### src/verilog/cssa_defines.svh
// Constants for the signed sum slice: opcodes, widths, timing
`ifndef CSSA_DEFINES_SVH
`define CSSA_DEFINES_SVH
`define CSSA_W 32
`define CSSA_OPW 6
`define CSSA_OP_MAGSUB 6'h23
`define CSSA_OP_CARRY_STEERED_ACCUMULATE 6'h24
`define CSSA_OP_INVERSE_CARRY_STEERED_ACCUMULATE 6'h25
`define CSSA_OP_ZERO_STEERED_ACCUMULATE 6'h26
`define CSSA_OP_INVERSE_ZERO_STEERED_ACCUMULATE 6'h27
`define CSSA_CYCLES 4
`define CSSA_CNT_W 2
`define CSSA_CNT_LAST 2'h2
`define CSSA_CNT_ZERO 2'h0
`define CSSA_ZERO32 32'h00000000
`endif

### src/verilog/cssa_pkg.sv
// Types for the signed sum slice
`include "cssa_defines.svh"
package cssa_pkg;
    typedef logic [`CSSA_W-1:0] cssa_word_t;
    typedef logic [`CSSA_OPW-1:0] cssa_op_t;
    typedef enum logic [1:0] {
        CSSA_IDLE,
        CSSA_BUSY
    } cssa_state_t;
endpackage : cssa_pkg

### src/verilog/cssa_alu.sv
// Arithmetic slice: magnitude subtract and flag-steered sums
`include "cssa_defines.svh"
module cssa_alu (
    input wire logic core_clk,
    input wire logic reset,
    input wire logic start,
    input wire cssa_pkg::cssa_op_t opcode,
    input wire cssa_pkg::cssa_word_t dest_in,
    input wire cssa_pkg::cssa_word_t src_in,
    input wire logic zero_in,
    input wire logic carry_in,
    input wire logic wr_result,
    input wire logic wr_zero,
    input wire logic wr_carry,
    output logic busy,
    output logic done,
    output logic result_we,
    output cssa_pkg::cssa_word_t result,
    output logic zero_we,
    output logic zero_out,
    output logic carry_we,
    output logic carry_out
);
    import cssa_pkg::*;

    cssa_state_t state_q, state_d;
    logic [`CSSA_CNT_W-1:0] cnt_q;
    cssa_op_t op_q;
    cssa_word_t d_q, s_q;
    logic z_q, c_q, wr_q, wz_q, wc_q;
    logic valid_op_q;

    function automatic cssa_word_t negate(input cssa_word_t v);
        negate = cssa_word_t'(~v + 32'h00000001);
    endfunction : negate

    wire logic valid_op = (opcode >= `CSSA_OP_MAGSUB) &&
        (opcode <= `CSSA_OP_INVERSE_ZERO_STEERED_ACCUMULATE);
    wire logic take = start && (state_q == CSSA_IDLE) && valid_op;
    wire logic last = (state_q == CSSA_BUSY) && (cnt_q == `CSSA_CNT_LAST);

    wire cssa_word_t abs_s = s_q[`CSSA_W-1] ? negate(s_q) : s_q;
    wire logic [`CSSA_W:0] mag_diff = {1'b0, d_q} - {1'b0, abs_s};
    wire logic neg_sel = (op_q == `CSSA_OP_CARRY_STEERED_ACCUMULATE) ? c_q :
        (op_q == `CSSA_OP_INVERSE_CARRY_STEERED_ACCUMULATE) ? !c_q :
        (op_q == `CSSA_OP_ZERO_STEERED_ACCUMULATE) ? z_q : !z_q;
    wire cssa_word_t addend = neg_sel ? negate(s_q) : s_q;
    wire cssa_word_t sum = cssa_word_t'(d_q + addend);
    wire logic ovf = (d_q[`CSSA_W-1] == addend[`CSSA_W-1]) &&
        (sum[`CSSA_W-1] != d_q[`CSSA_W-1]);
    wire logic is_mag = (op_q == `CSSA_OP_MAGSUB);
    wire cssa_word_t res_w = is_mag ? mag_diff[`CSSA_W-1:0] : sum;
    wire logic carry_w = is_mag ? mag_diff[`CSSA_W] : ovf;

    always_comb begin
        state_d = state_q;
        case (state_q)
            CSSA_IDLE: begin
                if (take) begin
                    state_d = CSSA_BUSY;
                end
            end
            CSSA_BUSY: begin
                if (last) begin
                    state_d = CSSA_IDLE;
                end
            end
            default: state_d = CSSA_IDLE;
        endcase
    end

    always_ff @(posedge core_clk) begin
        if (reset) begin
            state_q <= CSSA_IDLE;
            cnt_q <= `CSSA_CNT_ZERO;
        end else begin
            state_q <= state_d;
            cnt_q <= take ? `CSSA_CNT_ZERO :
                (state_q == CSSA_BUSY ? cnt_q + 2'h1 : cnt_q);
        end
    end

    always_ff @(posedge core_clk) begin
        if (reset) begin
            op_q <= `CSSA_OP_MAGSUB;
            d_q <= `CSSA_ZERO32;
            s_q <= `CSSA_ZERO32;
            {z_q, c_q, wr_q, wz_q, wc_q, valid_op_q} <= 6'h00;
        end else if (take) begin
            op_q <= opcode;
            d_q <= dest_in;
            s_q <= src_in;
            {z_q, c_q, wr_q, wz_q, wc_q, valid_op_q} <=
                {zero_in, carry_in, wr_result, wr_zero, wr_carry, 1'b1};
        end
    end

    always_ff @(posedge core_clk) begin
        if (reset) begin
            busy <= 1'b0;
            done <= 1'b0;
            result_we <= 1'b0;
            zero_we <= 1'b0;
            carry_we <= 1'b0;
            result <= `CSSA_ZERO32;
            zero_out <= 1'b0;
            carry_out <= 1'b0;
        end else begin
            busy <= take || ((state_q == CSSA_BUSY) && !last);
            done <= last;
            result_we <= last && wr_q;
            zero_we <= last && wz_q;
            carry_we <= last && wc_q;
            if (last) begin
                result <= res_w;
                zero_out <= wz_q ? (res_w == `CSSA_ZERO32) : z_q;
                carry_out <= wc_q ? carry_w : c_q;
            end
        end
    end
endmodule : cssa_alu

### config.mk
export PLATFORM = sky130hd
export DESIGN_NAME = cssa_alu
export DESIGN_NICKNAME = d
export VERILOG_FILES = /design/src/verilog/cssa_pkg.sv /design/src/verilog/cssa_alu.sv
export VERILOG_INCLUDE_DIRS = /design/src /design/src/verilog
export SDC_FILE = /design/constraint.sdc
export NUM_CORES = 1
export LEC_CHECK = 0
export BUFFER_PORTS_ARGS = -buffer_cell sky130_fd_sc_hd__buf_2
export CAP_MARGIN = 20
export CORE_MARGIN = 4
export CORE_UTILIZATION = 55
export DETAILED_ROUTE_END_ITERATION = 16
export PLACE_DENSITY = 0.76
export SETUP_SLACK_MARGIN = 0.1
export SLEW_MARGIN = 0
export SYNTH_ARGS = -nofsm -noshare
export SYNTH_HDL_FRONTEND = slang
export SYNTH_SLANG_ARGS = --single-unit
export TNS_END_PERCENT = 50
### constraint.sdc
create_clock -name core_clk -period 5.8 [get_ports core_clk]
set_input_delay 1.16 -clock core_clk [delete_from_list [all_inputs] [get_ports core_clk]]
set_output_delay 1.16 -clock core_clk [all_outputs]
set_load 0.03 [all_outputs]
After elaboration in Yosys (flattened, before gate mapping)
Index checks and enable logic that the tools add are counted.
{"block": "totals", "regBits": 118, "out_inout_bits": 39}
{"block": "op_classes", "mux": 12, "eq_ne": 10, "add_sub_neg": 4, "n_bitwise": 1, "reduce_logical": 17, "n_lt_le_gt_ge": 2}
{"op": "32-bit two-way mux", "count": 3}
{"op": "32-bit by 32-bit subtractor with 33-bit output", "count": 1}
{"op": "32-bit by 1-bit adder with 32-bit output, second input constant", "count": 1}
{"op": "32-bit adder", "count": 1}
{"op": "32-bit zero test", "count": 1}
{"op": "32-bit inverter", "count": 1}
{"op": "6-bit == test, second input constant", "count": 4}
{"op": "1-bit logical AND", "count": 9}
{"op": "6-bit greater-or-equal comparator, second input constant", "count": 1}
{"op": "6-bit <= comparator, second input constant", "count": 1}
{"op": "1-bit two-way mux", "count": 6}
{"op": "2-bit two-way mux", "count": 2}
{"op": "2-bit inequality test, second input constant", "count": 2}
{"op": "2-bit one-hot mux with 2 select lines", "count": 1}
{"op": "1-bit zero test", "count": 3}
{"op": "2-bit by 1-bit adder with 2-bit output, second input constant", "count": 1}
{"op": "2-bit by 1-bit == test with 1-bit output, second input constant", "count": 1}
{"op": "2-bit == test, second input constant", "count": 1}
{"op": "2-bit zero test", "count": 1}
{"op": "2-bit AND reduction", "count": 1}
{"op": "2-bit OR reduction", "count": 1}
{"op": "1-bit == test", "count": 1}
{"op": "1-bit logical OR", "count": 1}
{"op": "1-bit inequality test", "count": 1}

Longest topological paths before layout
Gate-level depths: netlist of the first run.
{"block": "depth", "ltp_word": 10, "mapped_depth": 25, "ltp_nobuf": 22}

Worst setup path before layout of the first run
No wires, ideal clock.
{"block": "synth_timing", "path_kind": "reg2reg", "startpoint": "register s_q[0]", "endpoint": "register zero_out", "stages_incl_launch_ff": 24, "synth_period_minus_slack_ps": 5160, "n_path_buf": 2, "arrival_time_ps": 5086, "setup_time_ps": 74, "slack_ps": 640, "cell_sequence": "dfxtp_1 -> or3_1 -> or3_1 -> or3_4 -> nor2_1 -> nand2_1 -> or3_1 -> buf_2 -> or3_1 -> o21ai_0 -> xor2_1 -> ha_1 -> clkbuf_1 -> a21o_1 -> a21o_1 -> a21o_1 -> a21o_1 -> a221o_1 -> a21o_1 -> mux2i_1 -> nand4_1 -> a211oi_1 -> nand4_1 -> o21ai_0"}
{"block": "synth_via", "elab_chain_cells": 7, "elab_cells_between_ends": 9}
{"element": "start, declared", "line": "cssa_alu.sv:29", "text": "cssa_word_t d_q, s_q;"}
{"element": "start signal, assigned", "line": "cssa_alu.sv:87", "text": "s_q <= `CSSA_ZERO32;"}
{"element": "start signal, assigned", "line": "cssa_alu.sv:92", "text": "s_q <= src_in;"}
{"element": "32-bit inverter", "line": "cssa_alu.sv:34", "text": "negate = cssa_word_t'(~v + 32'h00000001);"}
{"element": "32-bit by 1-bit adder with 32-bit output", "line": "cssa_alu.sv:34"}
{"element": "32-bit two-way mux, on equally long branches", "line": "cssa_alu.sv:47, cssa_alu.sv:42"}
{"element": "32-bit adder / 32-bit by 32-bit subtractor with 33-bit output (equally long branches)", "line": "cssa_alu.sv:48, cssa_alu.sv:43"}
{"element": "32-bit two-way mux *", "line": "cssa_alu.sv:52", "text": "wire cssa_word_t res_w = is_mag ? mag_diff[`CSSA_W-1:0] : sum;"}
{"element": "32-bit zero test (no source line) *"}
{"element": "1-bit two-way mux *", "line": "cssa_alu.sv:116", "text": "zero_out <= wz_q ? (res_w == `CSSA_ZERO32) : z_q;"}
{"element": "end signal, assigned", "line": "cssa_alu.sv:116"}
{"element": "end, declared", "line": "cssa_alu.sv:20", "text": "output logic zero_out,"}
Every way passes the cells marked *; elsewhere a longest branch is shown, timed or not.
A chain may end at the register's enable or synchronous reset.

Worst setup path after layout of the first run
Same ends and word-level chain as after synthesis.

==> results of run 1 <==
[layer usage]
| metal | vias to the layer above | track usage [%] |
|---|---|---|
| met1 | 4151 | 39.2 |
| li1 | 4461 | - |
| met4 | 0 | 7.33 |
| met2 | 318 | 42.9 |
| met5 | - | 0 |
| met3 | 42 | 5.33 |
[power groups by stage]
stage | Sequential [mW] | Clock (mW) | Combinational [mW]
after detailed placement | 0.843 | 0 | 0.675
after global placement | 0.843 | 0 | 0.668
after CTS | 0.825 | 1.13 | 0.687
after global routing | 0.827 | 1.17 | 0.782
after floorplan | 0.839 | 0 | 0.521
final | 0.826 | 1.11 | 0.706
[worst max-delay path, cell delays in order (launching register included)]
cell and delay [ns]:
dfxtp_1 0.36, or3_4 0.42, or3_4 0.38, or3_4 0.41
nor2_2 0.13, nand2_1 0.10, or3_4 0.38, or3_4 0.38
o21ai_1 0.16, xor2_1 0.24, ha_4 0.27, a21o_1 0.18
a21o_1 0.17, a21o_1 0.18, a21o_1 0.18, a221o_1 0.34
a21o_1 0.21, mux2i_2 0.22, nand4_1 0.15, a211oi_2 0.25
nand4_1 0.13, o21ai_0 0.10
[cells in the mapped netlist (3+ instances only)]
cell type / n / area (um^2)
a21boi_0: 5 / 37.5
nor2_1: 82 / 308
mux2i_1: 10 / 100
dfxtp_1: 117 / 2340
o21ai_1: 3 / 15.0
a21o_1: 39 / 293
o31ai_1: 14 / 105
nor3_1: 17 / 85.1
xnor2_1: 61 / 534
and3_1: 18 / 113
a211oi_1: 26 / 195
a31oi_1: 12 / 75.1
a211o_1: 5 / 43.8
nand3_1: 15 / 75.1
nand4_1: 12 / 75.1
nor4_1: 3 / 18.8
nand2b_1: 11 / 68.8
or3_1: 12 / 75.1
o211ai_1: 9 / 67.6
buf_1: 6 / 22.5
o2111ai_1: 5 / 43.8
nand2_1: 240 / 901
o21ai_0: 51 / 255
xor2_1: 50 / 438
inv_1: 21 / 78.8
o21bai_1: 4 / 30.0
buf_2: 5 / 25.0
a2111oi_0: 3 / 26.3
and2_1: 15 / 93.8
nor2b_1: 7 / 43.8
a21oi_1: 139 / 696
or3_4: 6 / 67.6
ha_1: 70 / 876
or4_1: 5 / 37.5
a311oi_1: 5 / 43.8
clkbuf_1: 62 / 233
nor4b_1: 4 / 35.0
o21a_1: 6 / 45.0
[layout make-up]
| type | count | area [um^2] | area share (%) |
|---|---|---|---|
| Timing Repair Buffer | 125 | 651 | 6.27 |
| Tap cell | 216 | 270 | 2.60 |
| Sequential cell | 117 | 2340 | 22.6 |
| Clock inverter | 13 | 170 | 1.64 |
| Clock buffer | 19 | 453 | 4.36 |
| Multi-Input combinational cell | 1008 | 6410 | 61.8 |
| Inverter | 21 | 78.8 | 0.760 |
[sequential cells by signal, indices dropped and copies added, names as in the netlist, 2 cells and up]
register / flops
s_q: 32
cnt_q: 2
op_q: 6
d_q: 32
result: 32
[final timing paths]
path         cells past startpoint  slack, ns        to    from
max                             21       0.37  zero_out  s_q[0]
min                              2       0.46      wr_q    wr_q
max reg2reg                     21       0.37  zero_out  s_q[0]
min reg2reg                      2       0.46      wr_q    wr_q
[kinds of logic after synthesis]
| kind of cell | count (synthesis) | share of synthesized area (%) |
|---|---|---|
| flip-flops | 117 | 25.9 |
| buffers and inverters | 95 | 4.09 |
| XOR/XNOR | 111 | 10.7 |
| AO/OA/AOI/OAI | 357 | 25.0 |
| AND/OR/NAND/NOR | 458 | 23.1 |
| adder cells (fa/ha/maj) | 72 | 10.1 |
| multiplexers | 10 | 1.11 |
[metrics by stage]
stage | utilization, % | cell area, um^2
final | 64.9 | 10400
after global placement | 60.6 | 9690
after CTS | 64.5 | 10300
after global routing | 64.9 | 10400
after floorplan | - | 9050
after detailed placement | 60.6 | 9690
[repair_timing]
action | in CTS | in global routing
endpoints found under the setup margin | 1 | 6
hold buffers | 0 | 0
gates cloned | 0 | 0
resized for setup | 2 | 12
pin swaps | 0 | 1
==> results.md, run 1 <==
- The run finished with clean final reports.
- The power spent charging and discharging nets is 0.835 mW.
- The smallest hold slack is 0.456 ns.
- The worst slew margin relative to its limit is 39.7%.
- For this run, the detailed router's first-pass iteration total came to 5.
- Global routing used 27.6% of the available tracks across all layers.
- The weighted congestion reported at the end of routability-driven placement is between 0.9 and 1.
- Including well taps, the total number of placed cells is around 1500.
- The via count of the first global-routing pass is approximately 8300.
- The path class of the tightest hold or removal check is register to register.
- The count of routing violations after the opening detailed-route iteration is roughly 740.
- The floorplan step set the die width to about 140 um.
- The TritonCTS sink count is 117.
- The number of endpoints with negative hold slack in the final report is 0.
- The number of CTS-inserted buffers is 17.
- Summed over all cells, the static leakage comes to approximately 4.6 nW.
- The first global-routing pass estimated 41.7 mm of wire.
- The cell area that synthesis handed to floorplanning was 9050 um^2.
- Timing analysis after detailed placement gives a worst setup slack of 0.121 ns.
- The proportion of synthesized flip-flops having asynchronous set or reset is 0%.
- Input and output buffers added on the ports amount to 116.
- After detailed routing, the number of vias per cell comes to 5.91.
- The core region is 16000 um^2.
- After routing, the total negative slack on setup checks comes to 0 ns.
- The share of cells above drive strength 1 is around 15%.
- The mean area per synthesized cell is 7.42 um^2.
- The proportion of power drawn by the clock network is 42.1%.
- The synthesized design contains 0 enable-type register cells.
- Based on the critical path, the design can be clocked at up to around 0.18 GHz.
- The total number of yosys warnings is 0.
- After clock tree synthesis, the clock-pin slew on the worst setup and hold paths is 0.06 ns.
- The wire length per cell after detailed routing is 16.6 um.
- The cell-internal power is roughly 1.8 mW.
- 117 I/O pins were placed.
- Counting along the longest clock path gives a buffer depth of 2.
- The CTS tree is done.
- Setup repair after global routing left no endpoint under its margin.
- The count of pins over their slew limit is 0.
- The worst setup path is captured at a register.
- Of the total power, the share spent switching nets is 31.6%.
- The nature of the critical path startpoint is a register.
- In this run the power density over the cells is 255 nW/um^2.
- The buffers inserted during post-CTS setup optimization is 0.
- The total of flip-flops plus latches after synthesis is 117.
- Entering global routing, the biggest net connects 76 pins.
- The repair_antennas step left the layout with diodes totalling 0.
- The most used flip-flop cell after synthesis is dfxtp_1.
- The data required time at the worst endpoint is 6.14 ns.
- Detailed placement ended at an HPWL of 18.6 mm.
- The power after layout is between 2 and 3 mW.
- After detailed routing, no signal wire sits above met4.
- The sum of overflow across all layers after global routing is 0.
- The post-layout minimum cycle time is 5.43 ns.
- The data arrival time of the critical path is ~5.8 ns.
- The floorplan has 46 rows.
- Across the VDD grid, the largest voltage drop is roughly 0.23 mV.
- The number of distinct library cell variants in the gate-level netlist after synthesis is 68.
- The max-cap violation count is 0.
- The count of nets after finishing is 1440.
- The routed wire length on met3 is 1.85 mm.
- The layout filler cell count is ~1500.
- The share of the Yosys chip area taken by registers is between 20% and 30%.
- The chip height is 136 um.
- For the pin with the worst max-slew slack, the measured transition is approximately 0.9 ns.
- The highest net fanout along the worst path is 9.
- The final number of setup-violating endpoints is 0.
- The fraction of power consumed by combinational cells is about a quarter.
- Detailed routing inserted a total of 8972 vias.
- The initial utilization of the core area, before any placement, comes to about 57%.
- The initial antenna violation count was 0.
- The worst setup path is of the register to register kind.
- The post-layout instance count excluding filler cells is 1519.
- In the final routing, the length of wire on met1 measures roughly 12 mm.
- Relative to the synthesized area, the layout overhead comes to 14.7%.
- The depth of the CTS H-tree is 4.
- The met2 wirelength from detailed routing is between 10 and 15 mm.
- The largest clock skew in the final design is 0.00502 ns.
- The leading cell type in the layout, fill and taps excluded is nand2_1.
- The final wirelength is about 25 mm.
- Counting every net in the synthesized netlist gives 1370.
- Per report_power, the sequential group accounts for 31.2% of the total.
- The number of remaining DRC errors is 0.
- Synthesis handed over a netlist of 1220 instances.
- The clock latency on the worst-skew pair is 0.43 ns.
- The floorplan die area is 18600 um^2.
- The library cells used most frequently in the layout, excluding fill and tap cells, are 240 x nand2_1, 139 x a21oi_1, 117 x dfxtp_1.
- The part of the cycle the worst path needs is 93.6%.
- The remaining antenna violation count is 0.
- The CTS root buffer is clkbuf_16.
- Setup slack on the critical path of the routed design comes to 0.371 ns.
Note: power is estimated with default switching activity, not from simulation.
==> run 2: changes to the inputs <==
--- a/config.mk
+++ b/config.mk
@@ -6,11 +6,14 @@
 export SDC_FILE = /design/constraint.sdc
 export NUM_CORES = 1
 export LEC_CHECK = 0
+export ABC_AREA = 1
 export BUFFER_PORTS_ARGS = -buffer_cell sky130_fd_sc_hd__buf_2
 export CAP_MARGIN = 20
 export CORE_MARGIN = 4
 export CORE_UTILIZATION = 55
 export DETAILED_ROUTE_END_ITERATION = 16
+export HOLD_SLACK_MARGIN = 0.03
+export MAX_ROUTING_LAYER = met4
 export PLACE_DENSITY = 0.76
 export SETUP_SLACK_MARGIN = 0.1
 export SLEW_MARGIN = 0
==> results.md, run 2 <==
- The antenna diode count is 0 (unchanged).
- From synthesis to final layout, the design area changed by 13.2%.
- The cell count after synthesis is 1864 (+53%).
- On the critical path the largest part of the delay comes from simple AND/OR/NAND/NOR gates.
- The clock latency on the worst-skew pair came to 0.43 ns (about the same).
- Sorting the synthesized cells by how often they occur yields 561 x nand2_1, 284 x inv_1, 225 x nor2_1.
- The main flop type after synthesis is dfxtp_1.
- The initial core utilization came to 56.3% (-0.27 points).
- The cell type with the largest total area after synthesis is dfxtp_1.
- The pin count of the biggest net entering global routing was 101 (+33%).
- The global-route wire length before repair came to 56.8 mm (+36%).
- The via count of the first global-routing pass is 10911 (+31%).
- The worst hold path class is register to register.
- The number of CTS-inserted buffers was 17 (unchanged).
- The worst register-to-register path ends at zero_out.
- The startpoint identified for the worst register-to-register timing path is s_q[0].
- The leakage power is 6.66 nW (+44%).
- The clock transition time at the flip-flop clock pins of the worst setup and hold paths is 0.06 ns (about the same).
- The largest registers in the layout are d_q: 32 flops, result: 32 flops, s_q: 32 flops.
- The data required time at the worst endpoint is 6.16 ns (+0.02 ns).
- The area of the mapped netlist came to 10600 um^2 (+17%).
- The fraction of synthesized cell area taken by the top area cell type came to 22.1% (-3.8 points).
- The buffer depth of the longest clock path is 2 (unchanged).
- The sum of overflow across all layers after global routing was 0 (unchanged).
- The TritonCTS sink count is 117 (unchanged).
- The power per cell area came to 263 nW/um^2 (+3.0%).
- The number of buffer and inverter stages on the critical path is 1 (+1).
- The highest ir drop seen on vdd is 0.216 mV (-4.9%).
- The buffers inserted during post-CTS setup optimization is 0 (unchanged).
- The total number of vias is 12144 (+35%).
- The count of nets after finishing is 2103 (+46%).
- The remaining antenna violation count is 0 (unchanged).
- Setup repair after global routing left no endpoint under its margin.
- The max-cap violation count was 0 (unchanged).
- The most used cell along the critical path is nand3_1.
- The number of port buffers is 116 (unchanged).
- The slack of the worst reg-to-reg path is 1.41 ns (+1.04 ns).
- The quantity of hold-fixing buffers added after cts is 0 (unchanged).
- The highest net fanout along the worst path came to 5 (-4).
- The part of the cycle the worst path needs was 75.7% (-18 points).
- The source of the worst hold timing path is op_q[5].
- By area the synthesized netlist is led by dfxtp_1 22%, nand2_1 20%, inv_1 10%, ha_1 8.3%, nor2_1 8.0%.
- The number of cells upsized or downsized after cts is 0 (-2).
- The final number of setup-violating endpoints is 0 (unchanged).
- The total nets after synthesis is 2014 (+47%).
- The data arrival time of the critical path was 4.75 ns (-1.02 ns).
- The layout filler cell count is 1866 (+29%).
- The total number of yosys warnings is 0 (unchanged).
- The number of distinct library cell variants in the gate-level netlist after synthesis is 44 (-35%).
- The floorplan row count is 50 (+8.7%).
- The proportion of synthesized flip-flops having asynchronous set or reset was 0% (unchanged).
- The mean area per synthesized cell is 5.69 um^2 (-23%).
- The total of flip-flops plus latches after synthesis is 117 (unchanged).
- The critical setup path kind is register to register.
- The share of cells above drive strength 1 is 9.16% (-5.3 points).
- The die boundary width came to 147 um (+7.7%).
- The power after layout is 3.15 mW (+19%).
- The delay of the slowest cell on the worst path is 0.38 ns (-0.04 ns).
- By instance count, the leading cell after synthesis is nand2_1.
- The final wirelength came to 36.3 mm (+44%).
- The floorplan die area came to 21600 um^2 (+16%).
- The weighted congestion reported at the end of routability-driven placement was 1.07 (+12%).
- The maximum operating frequency is 0.228 GHz (+24%).
- The wire length per cell after detailed routing is 16.3 um (-1.7%).
- The post-layout minimum cycle time is 4.39 ns (-1.04 ns).
- The worst hold path terminates at op_q[5].
- The global-route usage over all layers came to 34.2% (+6.6 points).
- The number of endpoints with negative hold slack in the final report is 0 (unchanged).
- The initial antenna violation count is 0 (unchanged).
- The run finished with clean final reports.
- The detailed-route vias per instance is 5.46 (-7.6%).
- The depth of the CTS H-tree is 4 (unchanged).
- The library cells used most frequently in the layout, excluding fill and tap cells, are 561 x nand2_1, 283 x inv_1, 225 x nor2_1.
- The actual transition at the worst max-transition pin is 0.872 ns (-0.0314 ns).
- The CTS root buffer is clkbuf_16.
- The half-perimeter wire length after placement is 29.4 mm (+58%).
- The CTS tree is done.
- The cell depth of the worst hold path is 2 (unchanged).
- The depth of the worst register-to-register path is 25 (+19%).
- The slowest stage of the critical path belongs to the cell ha_1.
- The count of pins over their slew limit is 0 (unchanged).
- The largest clock skew in the final design is 0.0150 ns (+0.00998 ns).
- The area of the placeable core came to 18800 um^2 (+18%).
- The count of flip-flops with a built-in enable after synthesis is 0 (unchanged).
- The length of the first detailed-routing pass in iterations is 5 (unchanged).
- The element type at the critical path end is a register.
- The nature of the critical path startpoint is a register.
- The total negative setup slack is 0 ns (unchanged).
- The share of synthesized area occupied by flip-flops and latches is 22.1% (-3.8 points).
- The number of remaining DRC errors is 0 (unchanged).
- The count of routing violations after the opening detailed-route iteration came to 1033 (+41%).
- The worst slew margin relative to its limit is 41.8% (+2.1 points).
- The leading cell type in the layout, fill and taps excluded is nand2_1.
- The number of primary I/O pins is 117 (unchanged).
- The chip height is 147 um (+7.7%).
-- run 2: cell types whose count changed after synthesis, moves of 20 or more --
cell / delta
a211oi_1: -26
a21o_1: -38
a21oi_1: -47
clkbuf_1: -20
inv_1: +263
nand2_1: +321
nand3_1: +144
nor2_1: +143
o21ai_0: +100
xnor2_1: -58
xor2_1: -32
-- run 2: cells by family after synthesis --
kind of cell	Yosys count	share of synthesized area (%)
XOR/XNOR	21	1.73
AND/OR/NAND/NOR	1022	40.7
flip-flops	117	22.1
buffers and inverters	344	12.2
adder cells (fa/ha/maj)	72	8.64
AO/OA/AOI/OAI	288	14.6
-- run 2: layer usage --
metal | GRT usage, % | wire [um] | share of wire [%] | vias to the layer above
met5 | - | 0 | 0 | -
met2 | 49.2 | 14900 | 41 | 523
met1 | 48.0 | 16600 | 46 | 5421
li1 | - | - | - | 6130
met4 | 12.4 | 1340 | 3.7 | 0
met3 | 5.98 | 3470 | 9.6 | 70
-- run 2: power by group --
part	total, mW	internal (mW)	switching [mW]
Combinational	1.16	0.366	0.793
Sequential	0.837	0.818	0.0189
Clock	1.15	0.722	0.433
Total	3.15	1.91	1.24
-- run 2: area by class of cell --
type	count	area, um^2	area share [%]
multi-input combinational	1403	6970	58.1
sequential	117	2340	19.5
inverter	289	1080	9.04
timing repair buffer	125	648	5.40
clock buffer	17	425	3.55
tap	260	325	2.71
clock inverter	14	199	1.66
-- run 2: through the flow --
step                      std cells  setup WS (ns)  instance area, um^2  utilization (%)  hold WS (ns)
after CTS                      2225           1.47                12000             63.7         0.454
after global routing           2225           1.02                12000             63.7         0.480
after global placement         2194           1.58                11400             60.4         0.430
after detailed placement       2194           1.51                11400             60.4         0.445
after floorplan                1864           2.37                10600                -         0.421
final                          2225           1.41                12000             63.7         0.454
-- run 2: worst max-delay path by stage --
stage	startpoint	endpoint	slack (ns)	cells past startpoint
after global placement	s_q[0]	zero_out	1.58	27
after CTS	s_q[0]	zero_out	1.47	27
after floorplan	s_q[0]	zero_out	2.37	25
final	s_q[0]	zero_out	1.41	25
after detailed placement	s_q[0]	zero_out	1.51	27
after global routing	s_q[0]	zero_out	1.02	25
-- run 2: worst min-delay path, delay by kind of cell, from the launching register on --
kind / cells / cell delay, ns
buf+inv: 1 / 0.05
flops: 1 / 0.32
simple gates: 1 / 0.05
